**src/tcs_pkg.sv**
```systemverilog
// Shared constants for the tag command state controller
`default_nettype none
package tcs_pkg;
  // Major states, one-hot
  typedef enum logic [2:0] {
    ST_READY = 3'b001,
    ST_ARBITRATION = 3'b010,
    ST_EXCHANGE = 3'b100
  } tcs_state_t;

  // Comparison variants carried beside a group command
  localparam logic [1:0] CMP_EQUAL = 2'h0;
  localparam logic [1:0] CMP_NOT_EQUAL = 2'h1;
  localparam logic [1:0] CMP_GREATER = 2'h2;
  localparam logic [1:0] CMP_LESS = 2'h3;

  // Decoded command codes
  localparam logic [7:0] CMD_PICK_MEM = 8'h01;
  localparam logic [7:0] CMD_DROP_MEM = 8'h02;
  localparam logic [7:0] CMD_PICK_FLAG = 8'h03;
  localparam logic [7:0] CMD_DROP_FLAG = 8'h04;
  localparam logic [7:0] CMD_MULTI_DROP = 8'h05;
  localparam logic [7:0] CMD_FAIL = 8'h06;
  localparam logic [7:0] CMD_SUCCESS = 8'h07;
  localparam logic [7:0] CMD_RESEND = 8'h08;
  localparam logic [7:0] CMD_INIT = 8'h09;
  localparam logic [7:0] CMD_READ = 8'h0a;
  localparam logic [7:0] CMD_ARB_READ = 8'h0b;
  localparam logic [7:0] CMD_VERIFIED_QUAD_READ = 8'h0c;
  localparam logic [7:0] CMD_WRITE = 8'h0d;
  localparam logic [7:0] CMD_BCAST_WRITE = 8'h0e;
  localparam logic [7:0] CMD_BCAST_QUAD_WRITE = 8'h0f;
  localparam logic [7:0] CMD_QUAD_WRITE = 8'h10;
  localparam logic [7:0] CMD_LOCK = 8'h11;
  localparam logic [7:0] CMD_LOCK_QUERY = 8'h12;
  localparam logic [7:0] CMD_PORT_READ = 8'h13;
  localparam logic [7:0] CMD_VAR_READ = 8'h14;

  // Flag byte layout
  localparam int FLAG_EXCHANGE_BIT = 0;
  localparam int FLAG_WRITE_OK_BIT = 1;

  // Register map, byte addresses
  localparam int REG_AW = 4;
  localparam logic [3:0] REG_CTRL = 4'h0;
  localparam logic [3:0] REG_STATUS = 4'h4;
  localparam logic [3:0] REG_COUNT = 4'h8;
  localparam int CTRL_ENABLE_BIT = 0;
  localparam int CTRL_CLEAR_BIT = 1;
  localparam logic CTRL_ENABLE_RESET = 1'b1;
  localparam int STATUS_FLAG_LSB = 8;
  localparam int COUNT_IGNORED_LSB = 8;
  localparam int CNT_W = 8;

  // Write-success lapses at the second command after a write
  localparam logic [1:0] WOK_LAPSE_AT = 2'h1;
endpackage : tcs_pkg
`default_nettype wire

```
**src/tcs_compare.sv**
```systemverilog
// Masked byte comparison with selectable relation
`timescale 1ns/1ps
`default_nettype none
module tcs_compare (
  input wire logic [7:0] tagByte,
  input wire logic [7:0] refByte,
  input wire logic [7:0] mask,
  input wire logic [1:0] cmp,
  output logic match
);
  import tcs_pkg::*;
  wire logic [7:0] tagMasked = tagByte & mask;
  wire logic [7:0] refMasked = refByte & mask;
  wire logic isEq = (tagMasked == refMasked);
  wire logic isGt = (tagMasked > refMasked);
  wire logic isLt = (tagMasked < refMasked);
  assign match = (cmp == CMP_EQUAL) ? isEq :
                 (cmp == CMP_NOT_EQUAL) ? !isEq :
                 (cmp == CMP_GREATER) ? isGt : isLt;
endmodule : tcs_compare
`default_nettype wire

```
**src/tcs_sat_counter.sv**
```systemverilog
// Saturating event counter with synchronous clear
`timescale 1ns/1ps
`default_nettype none
module tcs_sat_counter #(
  parameter int W = 8
) (
  input wire logic core_clk,
  input wire logic arst_n,
  input wire logic clear,
  input wire logic inc,
  output logic [W-1:0] count
);
  wire logic atTop = &count;
  wire logic [W-1:0] next_count = clear ? '0 : (inc && !atTop) ? count + 1'b1 : count;
  always_ff @(posedge core_clk or negedge arst_n) begin
    if (!arst_n) count <= '0;
    else count <= next_count;
  end
endmodule : tcs_sat_counter
`default_nettype wire

```
**src/tcs_state_ctrl.sv**
```systemverilog
// Command acceptance and major-state controller of the tag
`timescale 1ns/1ps
`default_nettype none
module tcs_state_ctrl (
  input wire logic core_clk,
  input wire logic arst_n,
  // Decoded forward-link command
  input wire logic cmdValid,
  input wire logic cmdCrcOk,
  input wire logic [7:0] cmdCode,
  input wire logic [1:0] cmdCmp,
  input wire logic [7:0] cmdMask,
  input wire logic [7:0] cmdData,
  input wire logic [63:0] cmdUid,
  // Tag-side context
  input wire logic [63:0] tagUid,
  input wire logic [7:0] memData,
  input wire logic progDone,
  input wire logic progFail,
  // Action towards memory and response logic
  output logic actValid,
  output logic [7:0] actCode,
  output tcs_pkg::tcs_state_t tagState,
  output logic [7:0] flagByte,
  // Register port
  input wire logic [tcs_pkg::REG_AW-1:0] regAddr,
  input wire logic [31:0] regWdata,
  input wire logic regWr,
  input wire logic regRd,
  output logic [31:0] regRdata
);
  import tcs_pkg::*;

  ////////////////////////////////////////////////////////////////////////////
  // Command classes
  tcs_state_t stateReg;
  logic exchangeFlag;
  logic writeOk;
  logic ctrlEnable;
  logic [7:0] lastWritten;
  logic [1:0] cmdsAfterWrite;

  wire logic isPickMem = (cmdCode == CMD_PICK_MEM);
  wire logic isDropMem = (cmdCode == CMD_DROP_MEM);
  wire logic isPickFlag = (cmdCode == CMD_PICK_FLAG);
  wire logic isDropFlag = (cmdCode == CMD_DROP_FLAG);
  wire logic isMultiDrop = (cmdCode == CMD_MULTI_DROP);
  wire logic isAnti = (cmdCode == CMD_FAIL) || (cmdCode == CMD_SUCCESS) ||
                      (cmdCode == CMD_RESEND);
  wire logic isInit = (cmdCode == CMD_INIT);
  wire logic isArbRead = (cmdCode == CMD_ARB_READ);
  wire logic isVerRead = (cmdCode == CMD_VERIFIED_QUAD_READ);
  wire logic isLock = (cmdCode == CMD_LOCK);
  wire logic isSingleWr = (cmdCode == CMD_WRITE);
  wire logic isQuadWr = (cmdCode == CMD_QUAD_WRITE);
  wire logic isBcast = (cmdCode == CMD_BCAST_WRITE) || (cmdCode == CMD_BCAST_QUAD_WRITE);
  // Addressed commands valid in every state
  wire logic isAddr = (cmdCode == CMD_READ) || isSingleWr || isQuadWr ||
                      (cmdCode == CMD_LOCK_QUERY) || (cmdCode == CMD_PORT_READ) ||
                      (cmdCode == CMD_VAR_READ);
  wire logic isPick = isPickMem || isPickFlag;
  wire logic isDrop = isDropMem || isDropFlag;
  // Flag variants only know equal and not equal
  wire logic flagCmpBad = (isPickFlag || isDropFlag) && cmdCmp[1];
  wire logic isKnown = (isPick || isDrop || isMultiDrop || isAnti || isInit || isArbRead ||
                        isVerRead || isLock || isBcast || isAddr) && !flagCmpBad;

  ////////////////////////////////////////////////////////////////////////////
  // Acceptance per state
  wire logic stReady = (stateReg == ST_READY);
  wire logic stArb = (stateReg == ST_ARBITRATION);
  wire logic stExch = (stateReg == ST_EXCHANGE);
  // A damaged or unknown frame never reaches the state logic
  wire logic cmdOk = cmdValid && cmdCrcOk && isKnown && ctrlEnable;
  wire logic activeReady = isPick || isInit || isAddr || isVerRead;
  wire logic activeArb = isPick || isDrop || isMultiDrop || isAnti || isInit || isAddr ||
                         isArbRead || isVerRead || isBcast;
  wire logic activeExch = isInit || isAddr || isArbRead || isVerRead || isBcast || isLock;
  wire logic accept = cmdOk && ((stReady && activeReady) || (stArb && activeArb) ||
                                (stExch && activeExch));

  ////////////////////////////////////////////////////////////////////////////
  // Match conditions
  wire logic memMatch;
  wire logic flagMatch;
  tcs_compare uMemCmp (
    .tagByte(memData),
    .refByte(cmdData),
    .mask(cmdMask),
    .cmp(cmdCmp),
    .match(memMatch)
  );
  tcs_compare uFlagCmp (
    .tagByte(flagByte),
    .refByte(cmdData),
    .mask(cmdMask),
    .cmp(cmdCmp),
    .match(flagMatch)
  );
  wire logic uidMatch = (cmdUid == tagUid);
  wire logic groupMatch = (isPickMem || isDropMem) ? memMatch : flagMatch;
  wire logic multiMatch = (cmdData == lastWritten) && writeOk;
  wire logic verMatch = uidMatch && writeOk;

  ////////////////////////////////////////////////////////////////////////////
  // Next state
  tcs_state_t next_stateReg;
  always_comb begin
    next_stateReg = stateReg;
    if (accept) begin
      if (isInit) begin
        next_stateReg = ST_READY;
      end else begin
        case (stateReg)
          ST_READY: begin
            if (isPick && groupMatch) next_stateReg = ST_ARBITRATION;
            else if (isAddr && uidMatch) next_stateReg = ST_EXCHANGE;
            else if (isVerRead && verMatch) next_stateReg = ST_EXCHANGE;
          end
          ST_ARBITRATION: begin
            // Picks, anticollision and broadcast writes keep arbitration
            if (isDrop && groupMatch) next_stateReg = ST_READY;
            else if (isMultiDrop && multiMatch) next_stateReg = ST_READY;
            else if ((isAddr || isArbRead) && uidMatch) next_stateReg = ST_EXCHANGE;
            else if (isVerRead && verMatch) next_stateReg = ST_EXCHANGE;
          end
          ST_EXCHANGE: next_stateReg = ST_EXCHANGE;
          default: next_stateReg = ST_READY;
        endcase
      end
    end
  end

  // Which accepted commands carry work to the neighbours
  wire logic addrHit = (isAddr || isArbRead || isLock) && uidMatch;
  wire logic verHit = isVerRead && uidMatch && (stExch || writeOk);
  wire logic bcastHit = isBcast && !stReady;
  wire logic antiHit = isAnti && stArb;
  wire logic doAct = accept && (isInit || addrHit || verHit || bcastHit || antiHit);
  wire logic doWrite = doAct && (isSingleWr || isQuadWr || isBcast);
  wire logic enterExch = (next_stateReg == ST_EXCHANGE) && !stExch;

  ////////////////////////////////////////////////////////////////////////////
  // State and flags
  always_ff @(posedge core_clk or negedge arst_n) begin
    if (!arst_n) stateReg <= ST_READY;
    else stateReg <= next_stateReg;
  end

  // Initialize and entry cannot meet: entry needs a non-initialize command
  wire logic next_exchangeFlag = enterExch ? 1'b1 :
                                 (accept && isInit) ? 1'b0 : exchangeFlag;
  always_ff @(posedge core_clk or negedge arst_n) begin
    if (!arst_n) exchangeFlag <= 1'b0;
    else exchangeFlag <= next_exchangeFlag;
  end

  // Window of commands after a write; lapse clears write-ok
  wire logic wokLapse = cmdValid && (cmdsAfterWrite == WOK_LAPSE_AT) && !doWrite;
  wire logic [1:0] next_cmdsAfterWrite = doWrite ? 2'h0 :
                                         (cmdValid && cmdsAfterWrite != 2'h3) ?
                                         cmdsAfterWrite + 2'h1 : cmdsAfterWrite;
  // A completed programming cycle wins over any clear
  wire logic next_writeOk = progDone ? 1'b1 :
                            (progFail || wokLapse) ? 1'b0 : writeOk;
  always_ff @(posedge core_clk or negedge arst_n) begin
    if (!arst_n) begin
      writeOk <= 1'b0;
      cmdsAfterWrite <= 2'h3;
    end else begin
      writeOk <= next_writeOk;
      cmdsAfterWrite <= next_cmdsAfterWrite;
    end
  end

  always_ff @(posedge core_clk or negedge arst_n) begin
    if (!arst_n) lastWritten <= 8'h00;
    else if (doWrite) lastWritten <= cmdData;
  end

  always_comb begin
    flagByte = 8'h00;
    flagByte[FLAG_EXCHANGE_BIT] = exchangeFlag;
    flagByte[FLAG_WRITE_OK_BIT] = writeOk;
  end
  assign tagState = stateReg;

  // Action strobe towards memory, lock and response logic
  always_ff @(posedge core_clk or negedge arst_n) begin
    if (!arst_n) begin
      actValid <= 1'b0;
      actCode <= 8'h00;
    end else begin
      actValid <= doAct;
      actCode <= doAct ? cmdCode : actCode;
    end
  end

  ////////////////////////////////////////////////////////////////////////////
  // Register port
  wire logic selCtrl = (regAddr == REG_CTRL);
  wire logic selStatus = (regAddr == REG_STATUS);
  wire logic selCount = (regAddr == REG_COUNT);
  wire logic ctrlWr = regWr && selCtrl;
  wire logic cntClear = ctrlWr && regWdata[CTRL_CLEAR_BIT];
  wire logic [CNT_W-1:0] acceptCount;
  wire logic [CNT_W-1:0] ignoreCount;

  always_ff @(posedge core_clk or negedge arst_n) begin
    if (!arst_n) ctrlEnable <= CTRL_ENABLE_RESET;
    else if (ctrlWr) ctrlEnable <= regWdata[CTRL_ENABLE_BIT];
  end

  tcs_sat_counter #(.W(CNT_W)) uAcceptCnt (
    .core_clk(core_clk),
    .arst_n(arst_n),
    .clear(cntClear),
    .inc(accept),
    .count(acceptCount)
  );
  tcs_sat_counter #(.W(CNT_W)) uIgnoreCnt (
    .core_clk(core_clk),
    .arst_n(arst_n),
    .clear(cntClear),
    .inc(cmdValid && !accept),
    .count(ignoreCount)
  );

  wire logic [31:0] ctrlView = {31'h0, ctrlEnable};
  wire logic [31:0] statusView = {16'h0, flagByte, 5'h0, stateReg};
  wire logic [31:0] countView = {16'h0, ignoreCount, acceptCount};
  wire logic [31:0] readMux = selCtrl ? ctrlView : selStatus ? statusView :
                              selCount ? countView : 32'h0;
  always_ff @(posedge core_clk or negedge arst_n) begin
    if (!arst_n) regRdata <= 32'h0;
    else regRdata <= regRd ? readMux : 32'h0;
  end
endmodule : tcs_state_ctrl
`default_nettype wire

```
**config.mk**
```make
export PLATFORM = sky130hd
export DESIGN_NAME = tcs_state_ctrl
export DESIGN_NICKNAME = d
export VERILOG_FILES = /design/src/tcs_pkg.sv /design/src/tcs_compare.sv /design/src/tcs_sat_counter.sv /design/src/tcs_state_ctrl.sv
export SDC_FILE = /design/constraint.sdc
export NUM_CORES = 1
export LEC_CHECK = 0
export BUFFER_PORTS_ARGS = -buffer_cell sky130_fd_sc_hd__buf_2
export CORE_ASPECT_RATIO = 1.1
export CORE_MARGIN = 8
export CORE_UTILIZATION = 30
export DETAILED_ROUTE_END_ITERATION = 8
export PLACE_DENSITY = 0.61
export SLEW_MARGIN = 15
export SYNTH_ARGS = -nofsm -noshare
export SYNTH_HDL_FRONTEND = slang
export SYNTH_SLANG_ARGS = --single-unit
```
**constraint.sdc**
```tcl
create_clock -name core_clk -period 4.3 [get_ports core_clk]
set_clock_uncertainty 0.2 [all_clocks]
set_input_delay 0.43 -clock core_clk [delete_from_list [all_inputs] [get_ports core_clk]]
set_output_delay 0.43 -clock core_clk [all_outputs]
set_load 0.02 [all_outputs]
```
==> key figures, run 1 <==
Global route
  – Initial antenna violation count: 4
  – Total grt overflow: 0
  – Global-route wire length before repair: 21400 um
  – Total global-route track usage: 0.150
  – Number of global-route vias before repair: approximately 4.3k
  – Largest net degree at the start of global routing: 58

Clock tree
  – CTS tree: yes
  – Clk pin slew, worst setup/hold paths: about 0.05 ns
  – # H-tree levels: 3
  – Later-pin clock latency in the skew report: 0.32 ns
  – Clock root buffer: clkbuf_16
  – Clock sink total: 57
  – Post-CTS resize count: 0
  – Num CTS Buffers: 9
  – Clock buffer depth: 2
  – Post-CTS Setup Inserts: 0
  – Hold-fix buffers, CTS: 0

Worst setup path
  – FF-to-FF Start: tagState[0]
  – CP peak stage delay: 0.58 ns
  – Crit-path cells: or3b_4, or4_4, a31oi_4, and2_1, mux2_2
  – FF-to-FF End: actCode[2]
  – CP required: ~4.3 ns
  – Worst setup path start: tagState[0]
  – Critical Path Fanout Max: 11
  – Crit Path Class: flop to flop
  – Crit-path slowest cell: dfstp_2
  – R2R setup slack: 1.21 ns
  – CP endpoint kind: flop
  – R2R depth: 5
  – Crit path launch type: flop
  – Worst Path Arrival: a little over 3 ns

Pwr
  – Net switching power: around 470 uW
  – Leakage: between 0.002 and 0.003 uW
  – Seq pwr share: 0.390
  – Int Power: ~1200 uW
  – Max IR drop VDD: between 150 and 200 uV
  – PwrDens: 290 mW/mm^2
  – Combinational share of power: 0.227
  – Clk pwr share: 0.383
  – Net Sw Frac: 0.281

Detailed routing
  – DRT iter0 DRCs: 150
  – Wire length per cell: 16.1 um
  – Detailed-route wire length: approximately 14000 um
  – Vias/cell: between 4 and 5
  – Routed Antenna Nets: 0
  – Remaining DRCs: 0
  – TritonRoute pass-1 iters: 4
  – Routed via count: 3996

Floorplanning
  – Chip width: ~130 um
  – Io pins: roughly 260
  – Site Rows: 46
  – Die height: around 140 um
  – Core area: 0.0142 sq mm
  – Die area: 0.0184 sq mm
  – Initial core utilization: 0.301

Timing
  – Setup total negative slack: 0 ns
  – Setup violators final: 0
  – Period utilization: 0.719
  – Final worst setup slack: around 1.2 ns
  – Max Fclk: ~320 MHz
  – WHS: 0.0465 ns
  – Final Max Slew Viols: 0
  – Post-layout min period: ~3.1 ns
  – Slew margin rel.: 0.524
  – Slew @ Worst Pin: roughly 0.7 ns
  – RSZ-0062 raised after global routing: false
  – Final hold viol count: 0

Layout
  – Design Area, Final: roughly 0.0057 sq mm
  – Multi-input gate area: around 0.0027 sq mm
  – Layout cell share with drive strength beyond 1: 0.376
  – Area Growth Syn to Fin: 33.2%
  – Cell Count, Final, Fillers Out: roughly 860
  – Filler instances: 1451
  – Final net count: between 800 and 900
  – Register area: around 0.0014 sq mm

Place
  – Placed Instance Area: 0.00542 sq mm
  – Pre-CTS setup slack: slightly below 1 ns
  – Detailed Place HPWL: 11800 um
  – Port bufs: a little over 200
  – Gpl congestion: 0.781
  – Post-Place Cells: approximately 840

Synth
  – Synth area leader: dfrtp_1
  – Largest cells by area after synthesis: dfrtp_1, xnor2_1, buf_4, ha_1, nand4_1
  – Cell with the most instances after synthesis: xnor2_1
  – Post-Synthesis Cells: between 400 and 500
  – XOR/XNOR share of the synthesized area: 0.180
  – EDFF count, synth: 0
  – Asr flop ratio synth: 1.00
  – Synth Warn #: 0
  – Share of the synthesized area in the top cell type: 0.310
  – Synth Area in Adders: 0.0409
  – #FFs+latches synth: 57
  – Multiplexer share of the synthesized area: 0.0438
  – Top post-synthesis cells by count: xnor2_1, dfrtp_1, nor2_1
  – Unique cell type count in the Yosys netlist: 59
  – Largest family of logic cells by synthesized area: simple AND/OR/NAND/NOR gates
  – Main synth FF type: dfrtp_1
  – Post-synthesis average cell area: roughly 9.4 sq um
  – Post-Syn Area: about 0.0043 sq mm
  – Synth Area in Compound Gates: 0.123
  – Post-synthesis simple-gate area fraction: 0.216
  – Post-synthesis sequential area ratio: 0.334

Run status
  – Status: completed

Min path
  – Class of the worst hold path: input pin to async pin

Job
  – Max_cap viols: 0
[power by group through the flow]
stage / sequential, uW / clock [uW] / combinational, uW
floorplan: 639 / 0 / 243
global placement: 652 / 0 / 371
detailed placement: 654 / 0 / 377
CTS: 647 / 652 / 380
global route: 655 / 677 / 425
finish: 646 / 635 / 375
[critical path, delay by kind of cell (launching register included)]
family	cells	cell delay (ns)
compound gates	1	0.35
mux	1	0.39
simple gates	3	1.45
flops	1	0.58
[cell usage in the layout (no fill, tap or decap), types with 3 or more instances in the layout]
master	Yosys	layout
buf_2	3	205
xnor2_1	70	70
dfrtp_1	53	53
nor2_1	35	35
nand4_1	27	27
nand2_1	22	22
conb_1	1	22
xor2_1	18	18
and3_1	15	15
a21oi_1	14	14
ha_1	14	14
mux2_2	13	13
and2_1	12	12
nand3_1	12	12
inv_1	9	9
nor2b_1	9	9
clkbuf_16	0	9
o21ai_0	8	8
nor4_1	6	6
or3_1	5	5
a22oi_1	5	5
nor3b_1	4	4
nor3_1	4	4
a211oi_1	4	4
o2111ai_1	4	4
a21o_1	4	4
dfstp_2	4	4
diode_2	0	3
o21a_1	3	3
mux2i_1	3	3
nand2b_1	3	3
clkinv_2	0	3
buf_4	24	3
[through the flow]
| step | util | total power, uW |
|---|---|---|
| 5_1_grt | 0.401 | 1760 |
| 4_1_cts | 0.401 | 1680 |
| 6_report | 0.401 | 1660 |
| 3_3_place_gp | 0.381 | 1020 |
| 2_1_floorplan | - | 882 |
| 3_5_place_dp | 0.381 | 1030 |
[worst max path at each step]
stage	slack, ns	cells after the start	end
5_1_grt	1.09	5	actCode[2]
6_report	1.21	5	actCode[2]
4_1_cts	1.17	5	actCode[2]
2_1_floorplan	1.41	6	actCode[0]
3_5_place_dp	0.97	7	actCode[2]
3_3_place_gp	1.0	7	actCode[4]
[flip-flops by register name, summed over array words and instances (netlist names)]
signal            cells
tagState              3
writeOk               1
actCode               8
uAcceptCnt.count      8
regRdata             16
cmdsAfterWrite        2
actValid              1
exchangeFlag          1
uIgnoreCnt.count      8
ctrlEnable            1
lastWritten           8
[final cells by class]
type | count | share of cell area
multi-input cells | 373 | 0.468
flip-flops and latches | 57 | 0.251
repair buffers | 208 | 0.184
clock buffers | 13 | 0.0456
well taps | 192 | 0.0421
inverters | 9 | 0.00592
clock inverters | 3 | 0.00263
diodes | 3 | 0.00132
[logic make-up (layout without fill, tap and decap cells)]
| family | Yosys count | count (layout) |
|---|---|---|
| flip-flops | 57 | 57 |
| XOR/XNOR | 88 | 88 |
| AND/OR/NAND/NOR | 166 | 166 |
| other | 1 | 25 |
| multiplexers | 17 | 17 |
| buffers and inverters | 45 | 233 |
| AO/OA/AOI/OAI | 66 | 66 |
| adder cells (fa/ha/maj) | 14 | 14 |
[routing by layer]
layer / wire length (um) / GRT usage / vias to the layer above
met1: 5070 / 0.152 / 1819
met5: 18 / 0 / -
met4: 169 / 0.0441 / 4
met2: 7290 / 0.275 / 170
met3: 1260 / 0.0593 / 12
li1: - / - / 1991
Note: power is estimated with default switching activity, not from simulation.
==> run 2, diff against run 1 <==
Clock period 4.3 ns to 2.9 ns, I/O delays scaled along.
==> run 2 against run 1 <==
Against the previous run: routed wire length up 0.72%; register-to-register slack worse by 1.1 ns; sequential power up 48%; critical path type unchanged; largest power group unchanged.
==> key figures, run 2 (synthesis gave the netlist of run 1 again) <==
Floorplanning
  – Site Rows: 46 (unchanged)
  – Die area: 0.0184 sq mm (unchanged)
  – Initial core utilization: 0.301 (unchanged)
  – Chip width: 130 um (unchanged)
  – Die height: 141 um (unchanged)
  – Io pins: 258 (unchanged)
  – Core area: 0.0142 sq mm (unchanged)

Layout
  – Post-layout util: 0.419 (+0.0180)
  – Reg with most FFs: regRdata
  – Layout cell share with drive strength beyond 1: 0.403 (+0.0270)
  – Leading cell type in the layout, fill and taps excluded: buf_2
  – Max reg flops: 16 (unchanged)
  – Cell Count, Final, Fillers Out: 886 (+3.3%)
  – Most frequent cells in the layout: buf_2, xnor2_1, dfrtp_1
  – Final net count: 908 (+3.4%)
  – Area Growth Syn to Fin: 39.2%

Global route
  – Largest net degree at the start of global routing: 58 (unchanged)
  – Total global-route track usage: 0.148 (-0.00163)
  – Number of global-route vias before repair: 4278 (+0.49%)
  – Total grt overflow: 0 (unchanged)
  – Initial antenna violation count: 2 (-2)
  – Global-route wire length before repair: 21200 um (-1.0%)

Timing
  – Slew margin rel.: 0.520 (-0.00458)
  – Period utilization: 0.956 (+0.237)
  – Setup violators final: 0 (unchanged)
  – Setup total negative slack: 0 ns (unchanged)
  – Final hold viol count: 0 (unchanged)
  – Max Fclk: 361 MHz (+11%)
  – Final Max Slew Viols: 0 (unchanged)
  – Post-layout min period: 2.77 ns (-0.319 ns)
  – RSZ-0062 raised after global routing: false
  – Slew @ Worst Pin: 0.720 ns (+0.00688 ns)

Worst setup path
  – Crit Path Class: flop to flop
  – Worst Path Arrival: 2.82 ns (-0.27 ns)
  – CP endpoint kind: flop
  – Crit-path cells: or3b_4, buf_4, o32a_1, a31oi_4, o21a_4, nand4_4, or3_1, a21oi_1
  – Critical Path Fanout Max: 5 (-6)
  – CP required: 2.94 ns (-1.36 ns)
  – CP peak stage delay: 0.53 ns (-0.05 ns)
  – Crit path launch type: flop
  – Crit-path slowest cell: dfstp_2

Detailed routing
  – TritonRoute pass-1 iters: 4 (unchanged)
  – Routed via count: 4102 (+2.7%)
  – Top Layer Used: met5
  – Met2 Routed Length: 7360 um (+1.0%)
  – Wire length per cell: 15.7 um (-2.5%)
  – Met1 WL: 5070 um (unchanged)
  – DRT iter0 DRCs: 108 (-28%)
  – Detailed-route wire length: 13900 um (+0.72%)
  – Routed length on met3: 1290 um (+2.5%)
  – Vias/cell: 4.63 (-0.59%)
  – Routed Antenna Nets: 0 (unchanged)
  – Remaining DRCs: 0 (unchanged)

Job
  – Max_cap viols: 0 (unchanged)

Place
  – Port bufs: 205 (unchanged)
  – Gpl congestion: 0.824 (+5.5%)
  – Detailed Place HPWL: 12000 um (+2.3%)
  – Post-Place Cells: 865 (+3.1%)

Run status
  – Status: completed

Clock tree
  – # H-tree levels: 3 (unchanged)
  – Num CTS Buffers: 9 (unchanged)
  – Clock sink total: 57 (unchanged)
  – Clk pin slew, worst setup/hold paths: 0.05 ns (about the same)
  – CTS tree: yes
  – Clock root buffer: clkbuf_16
  – Clock buffer depth: 2 (unchanged)
  – Later-pin clock latency in the skew report: 0.32 ns (about the same)

Pwr
  – Max IR drop VDD: 262 uV (+42%)
  – PwrDens: 416 mW/mm^2 (+43%)
  – Leakage: 0.00293 uW (+5.5%)

Min path
  – Class of the worst hold path: input pin to flop
run 2: power breakdown:
part	switching [uW]	total [uW]	internal (uW)
combinational	288	576	288
clock	333	951	618
sequential	76.9	954	877
total	699	2480	1780
run 2: repair_timing:
item	4_1_cts	5_1_grt
gates resized for setup	0	4
hold buffers	3	0
setup endpoints to repair	0	5
setup buffers	0	1
endpoints found under the hold margin	55	0
run 2: cell type report:
class                   count  area, sq um
clock buffers              13          260
well taps                 192          240
diodes                      1         2.50
clock inverters             3         15.0
inverters                   9         33.8
multi-input cells         373         2680
flip-flops and latches     57         1430
repair buffers            238         1290
fillers                  1431         8260
run 2: through the flow:
step	setup slack, ns	total power [uW]	instance area (sq um)	hold slack [ns]
floorplan	0.00854	1310	4360	-0.206
global placement	0.0135	1530	5630	0.278
detailed placement	0.0239	1540	5630	0.277
CTS	0.0736	2510	5930	0.0283
global route	0.0243	2630	5960	0.0473
finish	0.127	2480	5960	0.0370
run 2: per-layer routing:
| layer | vias to the layer above | track usage |
|---|---|---|
| li1 | 2046 | - |
| met5 | - | 0 |
| met1 | 1876 | 0.150 |
| met3 | 12 | 0.0563 |
| met4 | 2 | 0.0404 |
| met2 | 166 | 0.275 |
run 2: final timing paths:
check                      depth (start not counted)        start                   to  slack [ns]
hold / removal                                     2   cmdData[0]       lastWritten[0]        0.04
setup reg to reg                                   8  tagState[0]  uAcceptCnt.count[7]        0.13
setup / recovery                                   8  tagState[0]  uAcceptCnt.count[7]        0.13
max in group asynchronous                          3       arst_n  uIgnoreCnt.count[2]        1.57
hold reg to reg                                    1   actCode[1]           actCode[1]        0.30
min in group asynchronous                          3       arst_n  uAcceptCnt.count[4]        0.45
run 2: critical path: cells and delay by family (launching register included):
| kind | cells | cell delay (ns) |
|---|---|---|
| buffers and inverters | 1 | 0.16 |
| AND/OR/NAND/NOR | 3 | 0.84 |
| AO/OA/AOI/OAI | 4 | 0.97 |
| flip-flops | 1 | 0.53 |
